## src/hdl/fan_ctrl_pkg.sv

```systemverilog
// constants, types and encodings shared by the fan speed link logic
// Function
// [RULE1] Set up the fan controller chip over the link before supervising it.
// [RULE2] Talk to the chip only by standard two-wire transfers, acting as master.
// [RULE3] Serial clock comes from the system clock through a programmable divider.
// [RULE4] Switch at 0 programs a target of about 2000 RPM.
// [RULE5] Switch at 1 programs a target of about 5000 RPM.
// [RULE6] After a new speed is written, wait for settling before checking.
// [RULE7] Any alarm flag read as set lights its indicator and keeps it lit.
// [RULE8] Pressing the clear button turns the latched indicators off.
// [RULE9] Flag bit 3 (aux input one low) drives indicator 3.
// [RULE10] Flag bits 2, 1, 0 drive indicators 2, 1, 0.
// [RULE11] Flag bits 4 to 7 are ignored.
// [RULE12] Poll the alarm flags periodically; update indicators after each read.
`default_nettype none

package fan_ctrl_pkg;

  // ==========================================================================
  // clock and timing
  localparam int unsigned CLK_HZ         = 100_000_000;
  localparam int unsigned SCL_HZ         = 100_000;
  // four quarter phases per serial bit; a longest time, so rounded down
  localparam int unsigned QUARTER_CYCLES = CLK_HZ / (4 * SCL_HZ);
  localparam int unsigned SETTLE_MIN_S   = 10;
  localparam int unsigned SETTLE_CYCLES  = SETTLE_MIN_S * CLK_HZ;
  localparam int unsigned POLL_MS        = 100;
  localparam int unsigned POLL_CYCLES    = POLL_MS * (CLK_HZ / 1000);

  // ==========================================================================
  // chip map and setup values (plain defaults)
  localparam logic [6:0] CHIP_ADDR    = 7'h1B;
  localparam logic [7:0] REG_SPEED    = 8'h00;
  localparam logic [7:0] REG_CONFIG   = 8'h02;
  localparam logic [7:0] REG_ALARM    = 8'h0C;
  localparam logic [7:0] CONFIG_VALUE = 8'h0A;
  localparam logic [7:0] SPEED_LOW    = 8'h3C;
  localparam logic [7:0] SPEED_HIGH   = 8'h17;
  localparam logic [7:0] ALARM_RESET  = 8'h00;
  localparam logic [7:0] ALARM_USED   = 8'h0F;

  // ==========================================================================
  // link engine
  typedef enum logic [2:0] {
    ENG_IDLE    = 3'b000,
    ENG_START   = 3'b001,
    ENG_BIT     = 3'b010,
    ENG_RESTART = 3'b011,
    ENG_STOP    = 3'b100
  } eng_state_t;

  localparam logic [2:0] IDX_ADDR_WR = 3'h0;
  localparam logic [2:0] IDX_REG     = 3'h1;
  localparam logic [2:0] IDX_DATA    = 3'h2;
  localparam logic [2:0] IDX_ADDR_RD = 3'h3;
  localparam logic [2:0] IDX_READ    = 3'h4;
  localparam logic [3:0] ACK_SLOT    = 4'h8;

  typedef struct packed {
    logic       read;
    logic [6:0] dev;
    logic [7:0] regAddr;
    logic [7:0] data;
  } link_req_t;

  // ==========================================================================
  // supervisor
  typedef enum logic [2:0] {
    SUP_CONFIG = 3'b000,
    SUP_SPEED  = 3'b001,
    SUP_SETTLE = 3'b010,
    SUP_WAIT   = 3'b011,
    SUP_POLL   = 3'b100
  } sup_state_t;

endpackage

`default_nettype wire

```

## src/hdl/link_master.sv

```systemverilog
// two-wire master engine: one register write or register read per request
`default_nettype none

module link_master #(
  parameter int unsigned QUARTER = fan_ctrl_pkg::QUARTER_CYCLES
) (
  input  wire logic                   clk_sys,  // system clock
  input  wire logic                   rst,      // async reset, high
  input  wire logic                   reqValid, // start a transfer
  input  wire fan_ctrl_pkg::link_req_t req,     // transfer description
  output logic                        reqReady, // engine idle
  output logic                        done,     // one-cycle end pulse
  output logic                        ackErr,   // missing acknowledge
  output logic [7:0]                  rdData,   // byte read
  input  wire logic                   sdaIn,    // data line level
  output logic                        sclOe,    // pull clock line low
  output logic                        sdaOe     // pull data line low
);

  if (QUARTER < 2 || QUARTER > 65535) begin : g_chk
    $error("link_master: QUARTER out of range");
  end

  typedef struct packed {
    fan_ctrl_pkg::eng_state_t st;
    logic [1:0]               qtr;
    logic [3:0]               slot;
    logic [2:0]               idx;
    logic [7:0]               sh;
    logic [7:0]               rd;
    logic                     ackErr;
    logic                     done;
    logic                     sclOe;
    logic                     sdaOe;
    logic [15:0]              pre;
    logic [2:0]               sdaSync;
    logic                     sdaF;
    fan_ctrl_pkg::link_req_t  req;
  } eng_regs_t;

  eng_regs_t r, n;

  function automatic logic [7:0] byteFor(input logic [2:0] idx,
                                         input fan_ctrl_pkg::link_req_t q);
    unique case (idx)
      fan_ctrl_pkg::IDX_ADDR_WR: byteFor = {q.dev, 1'b0};
      fan_ctrl_pkg::IDX_REG:     byteFor = q.regAddr;
      fan_ctrl_pkg::IDX_DATA:    byteFor = q.data;
      fan_ctrl_pkg::IDX_ADDR_RD: byteFor = {q.dev, 1'b1};
      default:                   byteFor = 8'hFF;
    endcase
  endfunction

  logic tick;
  logic rx;

  always_comb begin
    n = r;
    n.done = 1'b0;
    n.sdaSync = {r.sdaSync[1:0], sdaIn};
    if (r.sdaSync[2] == r.sdaSync[1]) begin
      n.sdaF = r.sdaSync[2];
    end
    // ==========================================================================
    // quarter-bit prescaler
    tick = (r.pre == 16'(QUARTER - 1)); // RULE3
    n.pre = tick ? 16'h0000 : 16'(r.pre + 16'h0001);
    rx = (r.idx == fan_ctrl_pkg::IDX_READ);
    if (tick && r.st != fan_ctrl_pkg::ENG_IDLE) begin
      n.qtr = 2'(r.qtr + 2'h1);
    end
    unique case (r.st)
      fan_ctrl_pkg::ENG_IDLE: begin
        n.sclOe = 1'b0;
        n.sdaOe = 1'b0;
        n.qtr = 2'h0;
        if (reqValid) begin
          n.req = req;
          n.st = fan_ctrl_pkg::ENG_START;
          n.pre = 16'h0000;
          n.ackErr = 1'b0;
        end
      end
      fan_ctrl_pkg::ENG_START: if (tick) begin
        unique case (r.qtr)
          2'h0: n.sdaOe = 1'b1; // RULE2
          2'h1: n.sclOe = 1'b1;
          2'h2: ;
          2'h3: begin
            n.st = fan_ctrl_pkg::ENG_BIT;
            n.idx = fan_ctrl_pkg::IDX_ADDR_WR;
            n.sh = byteFor(fan_ctrl_pkg::IDX_ADDR_WR, r.req);
            n.slot = 4'h0;
          end
        endcase
      end
      fan_ctrl_pkg::ENG_BIT: if (tick) begin
        unique case (r.qtr)
          // read bytes end in a released line, which is the final not-acknowledge
          2'h0: n.sdaOe = (r.slot < fan_ctrl_pkg::ACK_SLOT) && !rx && !r.sh[7];
          2'h1: n.sclOe = 1'b0;
          2'h2: begin
            if (r.slot < fan_ctrl_pkg::ACK_SLOT) begin
              n.sh = {r.sh[6:0], r.sdaF};
            end else if (!rx && r.sdaF) begin
              n.ackErr = 1'b1;
            end
          end
          2'h3: begin
            n.sclOe = 1'b1;
            if (r.slot != fan_ctrl_pkg::ACK_SLOT) begin
              n.slot = 4'(r.slot + 4'h1);
            end else if (r.ackErr) begin
              n.st = fan_ctrl_pkg::ENG_STOP;
            end else if (r.idx == fan_ctrl_pkg::IDX_REG && r.req.read) begin
              n.st = fan_ctrl_pkg::ENG_RESTART;
            end else if (r.idx == fan_ctrl_pkg::IDX_DATA || rx) begin
              if (rx) begin
                n.rd = r.sh;
              end
              n.st = fan_ctrl_pkg::ENG_STOP;
            end else begin
              n.idx = 3'(r.idx + 3'h1);
              n.sh = byteFor(3'(r.idx + 3'h1), r.req);
              n.slot = 4'h0;
            end
          end
        endcase
      end
      fan_ctrl_pkg::ENG_RESTART: if (tick) begin
        unique case (r.qtr)
          2'h0: n.sdaOe = 1'b0;
          2'h1: n.sclOe = 1'b0;
          2'h2: n.sdaOe = 1'b1;
          2'h3: begin
            n.sclOe = 1'b1;
            n.st = fan_ctrl_pkg::ENG_BIT;
            n.idx = fan_ctrl_pkg::IDX_ADDR_RD;
            n.sh = byteFor(fan_ctrl_pkg::IDX_ADDR_RD, r.req);
            n.slot = 4'h0;
          end
        endcase
      end
      fan_ctrl_pkg::ENG_STOP: if (tick) begin
        unique case (r.qtr)
          2'h0: n.sdaOe = 1'b1;
          2'h1: n.sclOe = 1'b0;
          2'h2: n.sdaOe = 1'b0;
          2'h3: begin
            n.st = fan_ctrl_pkg::ENG_IDLE;
            n.done = 1'b1;
          end
        endcase
      end
      default: n.st = fan_ctrl_pkg::ENG_IDLE;
    endcase
  end

  always_ff @(posedge clk_sys or posedge rst) begin
    if (rst) begin
      r <= '0;
      r.sdaSync <= 3'h7;
      r.sdaF <= 1'b1;
    end else begin
      r <= n;
    end
  end

  assign reqReady = (r.st == fan_ctrl_pkg::ENG_IDLE);
  assign done     = r.done;
  assign ackErr   = r.ackErr;
  assign rdData   = r.rd;
  assign sclOe    = r.sclOe;
  assign sdaOe    = r.sdaOe;

endmodule

`default_nettype wire

```

## src/hdl/fan_speed_i2c_control.sv

```systemverilog
// fan controller supervisor: setup, speed select, alarm polling and indicators
`default_nettype none

module fan_speed_i2c_control #(
  parameter int unsigned QUARTER       = fan_ctrl_pkg::QUARTER_CYCLES,
  parameter int unsigned SETTLE_CYCLES = fan_ctrl_pkg::SETTLE_CYCLES,
  parameter int unsigned POLL_CYCLES   = fan_ctrl_pkg::POLL_CYCLES,
  parameter logic [6:0]  CHIP_ADDR     = fan_ctrl_pkg::CHIP_ADDR,
  parameter logic [7:0]  SPEED_LOW     = fan_ctrl_pkg::SPEED_LOW,
  parameter logic [7:0]  SPEED_HIGH    = fan_ctrl_pkg::SPEED_HIGH
) (
  input  wire logic       clk_sys,          // system clock, 100 MHz
  input  wire logic       rst,              // async reset, high
  input  wire logic       speedSelectInput, // switch: 0 low speed, 1 high speed
  input  wire logic       alarmClearN,      // push button, low while pressed
  input  wire logic       sclIn,            // clock line level (unused, no stretching)
  output logic            sclOut,           // clock line drive value, always low
  output logic            sclOe,            // clock line pulled low
  input  wire logic       sdaIn,            // data line level
  output logic            sdaOut,           // data line drive value, always low
  output logic            sdaOe,            // data line pulled low
  output logic [3:0]      alarmLed,         // latched alarm indicators
  output logic            configDone,       // chip set up and speed written
  output logic            linkFault         // last transfer lacked an acknowledge
);

  if (SETTLE_CYCLES < 1 || POLL_CYCLES < 1) begin : g_chk
    $error("fan_speed_i2c_control: counts must be at least one");
  end

  typedef struct packed {
    fan_ctrl_pkg::sup_state_t st;
    logic                     pend;
    logic [31:0]              cnt;
    logic [3:0]               leds;
    logic                     cfgDone;
    logic                     fault;
    logic                     spdApplied;
    logic [2:0]               spdSync;
    logic                     spdF;
    logic [2:0]               btnSync;
    logic                     btnF;
    logic                     pinLow;
  } sup_regs_t;

  sup_regs_t r, n;

  logic                    reqValid;
  logic                    reqReady;
  logic                    engDone;
  logic                    engErr;
  logic [7:0]              rdData;
  fan_ctrl_pkg::link_req_t req;
  logic                    press;
  logic                    newSpeed;
  logic [7:0]              flags;

  link_master #(
    .QUARTER (QUARTER)
  ) u_link (
    .clk_sys  (clk_sys),
    .rst      (rst),
    .reqValid (reqValid),
    .req      (req),
    .reqReady (reqReady),
    .done     (engDone),
    .ackErr   (engErr),
    .rdData   (rdData),
    .sdaIn    (sdaIn),
    .sclOe    (sclOe),
    .sdaOe    (sdaOe)
  );

  always_comb begin
    n = r;
    // ==========================================================================
    // pin synchronisers: a change counts once stages two and three agree
    n.spdSync = {r.spdSync[1:0], speedSelectInput};
    n.btnSync = {r.btnSync[1:0], alarmClearN};
    if (r.spdSync[2] == r.spdSync[1]) begin
      n.spdF = r.spdSync[2];
    end
    press = 1'b0;
    if (r.btnSync[2] == r.btnSync[1]) begin
      n.btnF = r.btnSync[2];
      press = r.btnF && !r.btnSync[2];
    end
    newSpeed = (r.spdF != r.spdApplied);

    // ==========================================================================
    // request selection
    req.dev = CHIP_ADDR;
    req.read = 1'b0;
    req.regAddr = fan_ctrl_pkg::REG_CONFIG;
    req.data = fan_ctrl_pkg::CONFIG_VALUE;
    unique case (r.st)
      fan_ctrl_pkg::SUP_SPEED: begin
        req.regAddr = fan_ctrl_pkg::REG_SPEED;
        req.data = r.spdF ? SPEED_HIGH : SPEED_LOW; // RULE4 RULE5
      end
      fan_ctrl_pkg::SUP_POLL: begin
        req.read = 1'b1; // RULE12
        req.regAddr = fan_ctrl_pkg::REG_ALARM;
        req.data = 8'h00;
      end
      default: ;
    endcase
    reqValid = !r.pend && reqReady && (r.st == fan_ctrl_pkg::SUP_CONFIG ||
               r.st == fan_ctrl_pkg::SUP_SPEED || r.st == fan_ctrl_pkg::SUP_POLL);
    if (reqValid) begin
      n.pend = 1'b1;
      // record the value this write carries, so a flip during the write is still seen
      if (r.st == fan_ctrl_pkg::SUP_SPEED) begin
        n.spdApplied = r.spdF;
      end
    end

    // ==========================================================================
    // indicators: a flag read in the same cycle as a press still lights
    flags = rdData & fan_ctrl_pkg::ALARM_USED; // RULE11
    n.leds = press ? 4'h0 : r.leds; // RULE8

    // ==========================================================================
    // sequencing
    unique case (r.st)
      fan_ctrl_pkg::SUP_CONFIG: begin
        if (engDone) begin
          n.pend = 1'b0;
          n.fault = engErr;
          if (!engErr) begin
            n.st = fan_ctrl_pkg::SUP_SPEED; // RULE1
          end
        end
      end
      fan_ctrl_pkg::SUP_SPEED: begin
        if (engDone) begin
          n.pend = 1'b0;
          n.fault = engErr;
          if (!engErr) begin
            n.st = fan_ctrl_pkg::SUP_SETTLE;
            n.cnt = 32'h0000_0000;
            n.cfgDone = 1'b1;
          end
        end
      end
      fan_ctrl_pkg::SUP_SETTLE: begin
        // no alarm checks while the fan ramps to its new target
        n.cnt = 32'(r.cnt + 32'h1);
        if (newSpeed) begin
          n.st = fan_ctrl_pkg::SUP_SPEED;
        end else if (r.cnt == 32'(SETTLE_CYCLES - 1)) begin // RULE6
          n.st = fan_ctrl_pkg::SUP_WAIT;
          n.cnt = 32'h0000_0000;
        end
      end
      fan_ctrl_pkg::SUP_WAIT: begin
        n.cnt = 32'(r.cnt + 32'h1);
        if (newSpeed) begin
          n.st = fan_ctrl_pkg::SUP_SPEED;
        end else if (r.cnt == 32'(POLL_CYCLES - 1)) begin // RULE12
          n.st = fan_ctrl_pkg::SUP_POLL;
        end
      end
      fan_ctrl_pkg::SUP_POLL: begin
        if (engDone) begin
          n.pend = 1'b0;
          n.fault = engErr;
          n.st = fan_ctrl_pkg::SUP_WAIT;
          n.cnt = 32'h0000_0000;
          if (!engErr) begin
            n.leds = n.leds | flags[3:0]; // RULE7 RULE9 RULE10
          end
        end
      end
      default: n.st = fan_ctrl_pkg::SUP_CONFIG;
    endcase
  end

  always_ff @(posedge clk_sys or posedge rst) begin
    if (rst) begin
      r <= '0;
      r.leds <= fan_ctrl_pkg::ALARM_RESET[3:0];
      r.btnSync <= 3'h7;
      r.btnF <= 1'b1;
    end else begin
      r <= n;
    end
  end

  assign alarmLed   = r.leds;
  assign configDone = r.cfgDone;
  assign linkFault  = r.fault;
  assign sclOut     = r.pinLow;
  assign sdaOut     = r.pinLow;

endmodule

`default_nettype wire

```

## config.mk

```make
export PLATFORM = sky130hd
export DESIGN_NAME = fan_speed_i2c_control
export DESIGN_NICKNAME = d
export VERILOG_FILES = /design/src/hdl/fan_ctrl_pkg.sv /design/src/hdl/link_master.sv /design/src/hdl/fan_speed_i2c_control.sv
export SDC_FILE = /design/constraint.sdc
export NUM_CORES = 1
export LEC_CHECK = 0
export CAP_MARGIN = 20
export CORE_MARGIN = 1.5
export CORE_UTILIZATION = 62
export CTS_BUF_LIST = sky130_fd_sc_hd__clkbuf_4
export CTS_CLUSTER_DIAMETER = 100
export DETAILED_ROUTE_END_ITERATION = 16
export DONT_BUFFER_PORTS = 1
export PLACE_DENSITY_LB_ADDON = 0.25
export SYNTH_ARGS = -nofsm -noshare
export SYNTH_HDL_FRONTEND = slang
export SYNTH_SLANG_ARGS = --single-unit
```

## constraint.sdc

```tcl
create_clock -name clk_sys -period 8.91 [get_ports clk_sys]
set_input_delay 1.782 -clock clk_sys [delete_from_list [all_inputs] [get_ports clk_sys]]
set_output_delay 1.782 -clock clk_sys [all_outputs]
set_load 0.02 [all_outputs]
```

* Yosys cells after proc, flatten, opt, wreduce, memory -nomap -nowiden
Index checks and enable logic that the tools add are counted.
Word-level totals: flip-flop bits (word level) 121, bits of input ports 6, output and inout port bits 10, word-level logic and storage cells 227
Operators by class: add/subtract/negate cells 5, magnitude comparators 1, eq/ne operators 67, mux-type cells 80, bitwise gates (word level) 4, reduce and logical (&&, ||, !) cells 42
Operators with widths (number):
- 32-bit case mux with 4 select lines | 1
- 32-bit two-way mux | 3
- 15-bit two-way mux | 5
- 3-bit two-way mux | 18
- 16-bit two-way mux | 3
- 23-bit two-way mux | 2
- 15-bit case mux with 3 select lines | 1
- 40-bit two-way mux | 1
- 36-bit two-way mux | 1
- 2-bit by 1-bit != test with 1-bit output (second input constant) | 18
- 32-bit by 1-bit adder with 32-bit output (second input constant) | 1
- 32-bit by 24-bit == test with 1-bit output (second input constant) | 1
- 32-bit by 30-bit == test with 1-bit output (second input constant) | 1
- 8-bit two-way mux | 4
- 8-bit case mux with 4 select lines | 1
- 24-bit two-way mux | 1
- 3-bit != test (second input constant) | 8
- 12-bit case mux with 2 select lines | 1
- 3-bit by 2-bit == test with 1-bit output (second input constant) | 7
- 4-bit two-way mux | 5
- 2-bit != test (second input constant) | 10
- 19-bit two-way mux | 1
- 9-bit AND reduction | 2
- 16-bit by 1-bit adder with 16-bit output (second input constant) | 1
- other kinds (46) | 102

* Logic depth before layout (Yosys ltp)
word-level depth 10, mapped depth 9, mapped depth without buffers 7

* Hierarchy
A second synthesis with hierarchy kept.
Second synthesis, totals: cells, all modules 659, area, all modules 6725.2 µm²
By module, submodules not included:
- link_master | times used 1, cells each 374, area each 3981.3 µm²
- fan_speed_i2c_control | times used 1, cells each 285, area each 2743.9 µm²

* Worst setup path before layout
No wires, ideal clock.
kind register to output, from register r (netlist bit alarmLed[0]), to output alarmLed[0], data arrival time 0.501 ns, required time 7.128 ns, slack 6.627 ns, cell stages (with the launch flop) 2, cell sequence dfrtp_1 -> buf_4
RTL lines:
- start: declaration | RTL line fan_speed_i2c_control.sv:46 | sup_regs_t r, n;
- start signal: assignment | RTL line fan_speed_i2c_control.sv:186 | r <= n;
- end: declaration | RTL line fan_speed_i2c_control.sv:22 | output logic [3:0] alarmLed,
No word-level cell between the ends.

* Worst setup path after layout
from register r (netlist bit alarmLed[3]), to output alarmLed[3]
No word-level cell between the ends.

==> results by group <==
Clocking
  – Post_cts resized: 0
  – CTS sink cnt: 107
  – # hold bufs at CTS: 0
  – Reg clk slew, reported paths: 0.17 ns
  – Setup bufs post-CTS: 0
  – Longest Clk Path Bufs: 2
  – CTS buffer count: 9
  – Worst-Skew Late Latency: 0.44 ns
  – Clock Tree Root: clkbuf_4
  – H-tree levels: 3
  – CTS tree: yes

STA
  – RSZ-0062 raised after global routing: no
  – Maximum clock frequency: 0.366 GHz
  – Clk_skew: 0.0162 ns
  – Worst slew margin: 0.390
  – Minimum clock period: 2.73 ns
  – Final period utilization: 0.307
  – Worst-Margin Slew: 0.904 ns
  – Max Slew Vio Count: 0
  – Setup Viol. Count Final: 0
  – Final hold violations: 0
  – Setup TNS Final: 0 ns

Logic synthesis
  – Synthesized area: 5640 sq um
  – Adder-Cell Fraction of Synth Area: 0.0364
  – Synth top area share: 0.439
  – Mux cell area share after synthesis: 0.0353
  – Compound-gate portion of the synthesized area: 0.104
  – Synth Instances: 576
  – Largest family of logic cells by synthesized area: simple AND/OR/NAND/NOR gates
  – Cell variety after synth: 64
  – Post-synthesis sequential area ratio: 0.476
  – Cell taking the most area after synthesis: dfrtp_1
  – Simple-gate share of the synthesized area: 0.243
  – Count of state elements after synthesis: 107
  – EDFF count, synth: 0
  – Ys async rst share: 1.00
  – Syn Area/Cell: 9.79 sq um
  – Cells taking the most area after synthesis: dfrtp_1, nor2_1, xor2_1
  – XOR/XNOR share of the synthesized area: 0.0652
  – Main synth FF type: dfrtp_1
  – Warning count from the yosys run: 0

Global route
  – Global route overflow: 0
  – Pin count of the biggest net entering global routing: 63
  – First-pass GRT wire length: 19,200 um
  – Vias in the first global route: 4,062
  – Total GRT Usage: 0.243
  – Antenna violations before repair: 1

Critical path
  – Cell count of the worst reg-to-reg path: 7
  – Setup CP Type: flop to output port
  – Critical Path End Type: output port
  – Crit path depth: 0
  – Critical path peak fanout: 2
  – FF-to-FF End: u_link.rdData[1]
  – Critical Path Sink: alarmLed[3]
  – Startpoint types: flop
  – CP required: 7.13 ns
  – Worst flop-to-flop path startpoint: u_link.r[65]
  – Critical Path Source: alarmLed[3]
  – Worst reg2reg setup slack: 6.24 ns
  – Crit path DAT: 0.95 ns

Route
  – Drt drc: 0
  – Wirelength per Cell: 16.1 um
  – Final antenna-violating net count: 0
  – Vias: 4,140
  – Vias per inst: 6.12
  – Iter 0 DRT Violations: 217
  – Routed wire length: 10,900 um
  – Drt pass-1 iters: 4

Final layout
  – Finished Layout Cells: 677
  – Util after Layout: 0.665
  – P&R area growth vs syn: 3.35%
  – Share of cells above drive strength 1: 0.0951
  – Filler cells: 695
  – Net count, final: 584

Die
  – Die height: 98.4 um
  – Io pins: 16
  – Initial Util: 0.644
  – Die width: 98.4 um
  – Die Area: 9680 sq um
  – Core area: 8760 sq um
  – Row Count: 34

Pwr
  – VDD IR max: 101 uV
  – PD cells: 135 nW/um^2
  – P_leak: 2.55 nW

Flow run
  – Max-cap violations: 0

Hold path
  – Min-Delay Path Class: flop to flop

Placement
  – DP HPWL: 7390 um
  – Routability Congestion: 0.864
  – Placed Cells: 661
  – Port-buffer cells: 0

Status
  – Status: completed
worst reg2reg max path, stage by stage, from the launching register on:
cell and delay, ns:
dfrtp_1 0.43, inv_1 0.09, ha_1 0.29, and3b_1 0.25, nor3_2 0.48, nand3_1 0.24
nor2_1 0.41, mux2_2 0.39
cells by family (layout without fill, tap and decap cells):
kind of cell / after synthesis / count (layout)
AOI/OAI and AO/OA: 86 / 86
xor gates and xnor gates: 42 / 42
adders and majority gates: 17 / 17
buffers and inverters: 46 / 37
DFF: 107 / 107
muxes: 18 / 18
other: 1 / 3
and+or+nand+nor: 259 / 259
stage by stage:
| stage | hold WS (ns) | power [mW] | setup slack (ns) | area (sq um) |
|---|---|---|---|---|
| 3_5_place_dp | 0.346 | 0.517 | 5.89 | 5660 |
| 4_1_cts | 0.368 | 0.796 | 6.15 | 5830 |
| 2_1_floorplan | 0.331 | 0.514 | 4.32 | 5640 |
| 5_1_grt | 0.372 | 0.813 | 6.04 | 5830 |
| 6_report | 0.367 | 0.785 | 6.18 | 5830 |
| 3_3_place_gp | 0.339 | 0.517 | 5.92 | 5660 |
power by group:
group,leakage (nW),internal (mW),switching [mW]
Sequential,1.42,0.491,0.00276
Combinational,1.04,0.00217,0.0117
Clock,0.0860,0.117,0.161
Total,2.55,0.610,0.175
Yosys cell counts (2+ instances only):
master    instances
nand4_1          22
nor4_1            5
buf_2             4
nor3b_1           3
o41ai_1           3
o311ai_0          3
dfstp_2           8
a21oi_1          21
nor4b_1           2
o211a_1           2
and2_1            2
xor2_1           29
nand3_1          28
dfrtp_1          99
o211ai_1          3
ha_1             14
inv_1            19
o21ai_0          18
buf_4             6
o31ai_1           5
xnor2_1          13
or3_1             4
clkbuf_1         15
a311oi_1          2
nand4b_1          2
nor4_4            2
a31oi_1           8
nor3_1            9
and4_1            7
or4_1             3
nor2b_1           7
maj3_1            3
mux2i_1           3
o22ai_1           3
nand2b_1          4
or2_2             4
and3_1           10
nand3b_1          6
nor2_1           71
nand2_1          60
mux2_2           15
buf_6             2
a22o_1            6
routing by layer:
layer | vias up | GRT usage | wire, um
li1 | 2019 | - | -
met1 | 1997 | 0.328 | 5020
met2 | 113 | 0.408 | 5290
met3 | 11 | 0.0480 | 439
met4 | 0 | 0.0553 | 125
met5 | - | 0 | 0
placed cells by master, fill, tap and decap left out, drive strengths merged, types with 7 or more instances in the layout:
| cell | count |
|---|---|
| and3 | 10 |
| nand2 | 60 |
| a21oi | 21 |
| dfrtp | 99 |
| nor4 | 8 |
| inv | 21 |
| nor3 | 10 |
| clkbuf | 9 |
| ha | 14 |
| a31oi | 8 |
| nand4 | 22 |
| nor2b | 7 |
| nor2 | 72 |
| xnor2 | 13 |
| o21ai | 18 |
| nand3 | 28 |
| mux2 | 15 |
| xor2 | 29 |
| dfstp | 8 |
| and4 | 7 |
state kept, by name, summed over array words and instances, names as in the netlist, 2 cells and up:
name / cells
r: 41
u_link.r: 46
u_link.rdData: 4
n: 4
alarmLed: 4
u_link.n: 2
final cells by class:
| class | count | area [sq um] | share of cell area |
|---|---|---|---|
| Inverter | 19 | 73.8 | 0.0127 |
| Timing Repair Buffer | 3 | 22.5 | 0.00386 |
| Clock inverter | 6 | 98.8 | 0.0170 |
| Clock buffer | 9 | 67.6 | 0.0116 |
| Sequential cell | 107 | 2690 | 0.461 |
| Tap cell | 108 | 135 | 0.0232 |
| Antenna cell | 1 | 2.50 | 0.000429 |
| Multi-Input combinational cell | 424 | 2740 | 0.470 |
worst min path at each step:
stage / start / endpoint / cells past startpoint / slack, ns
after floorplan: n[7] / n[8] / 0 / 0.33
after global placement: n[7] / n[8] / 0 / 0.34
after detailed placement: n[7] / n[8] / 0 / 0.35
after CTS: u_link.n[26] / u_link.n[27] / 0 / 0.37
after global routing: u_link.n[26] / u_link.n[27] / 0 / 0.37
final: u_link.n[26] / u_link.n[27] / 0 / 0.37
Note: power is estimated with default switching activity, not from simulation.
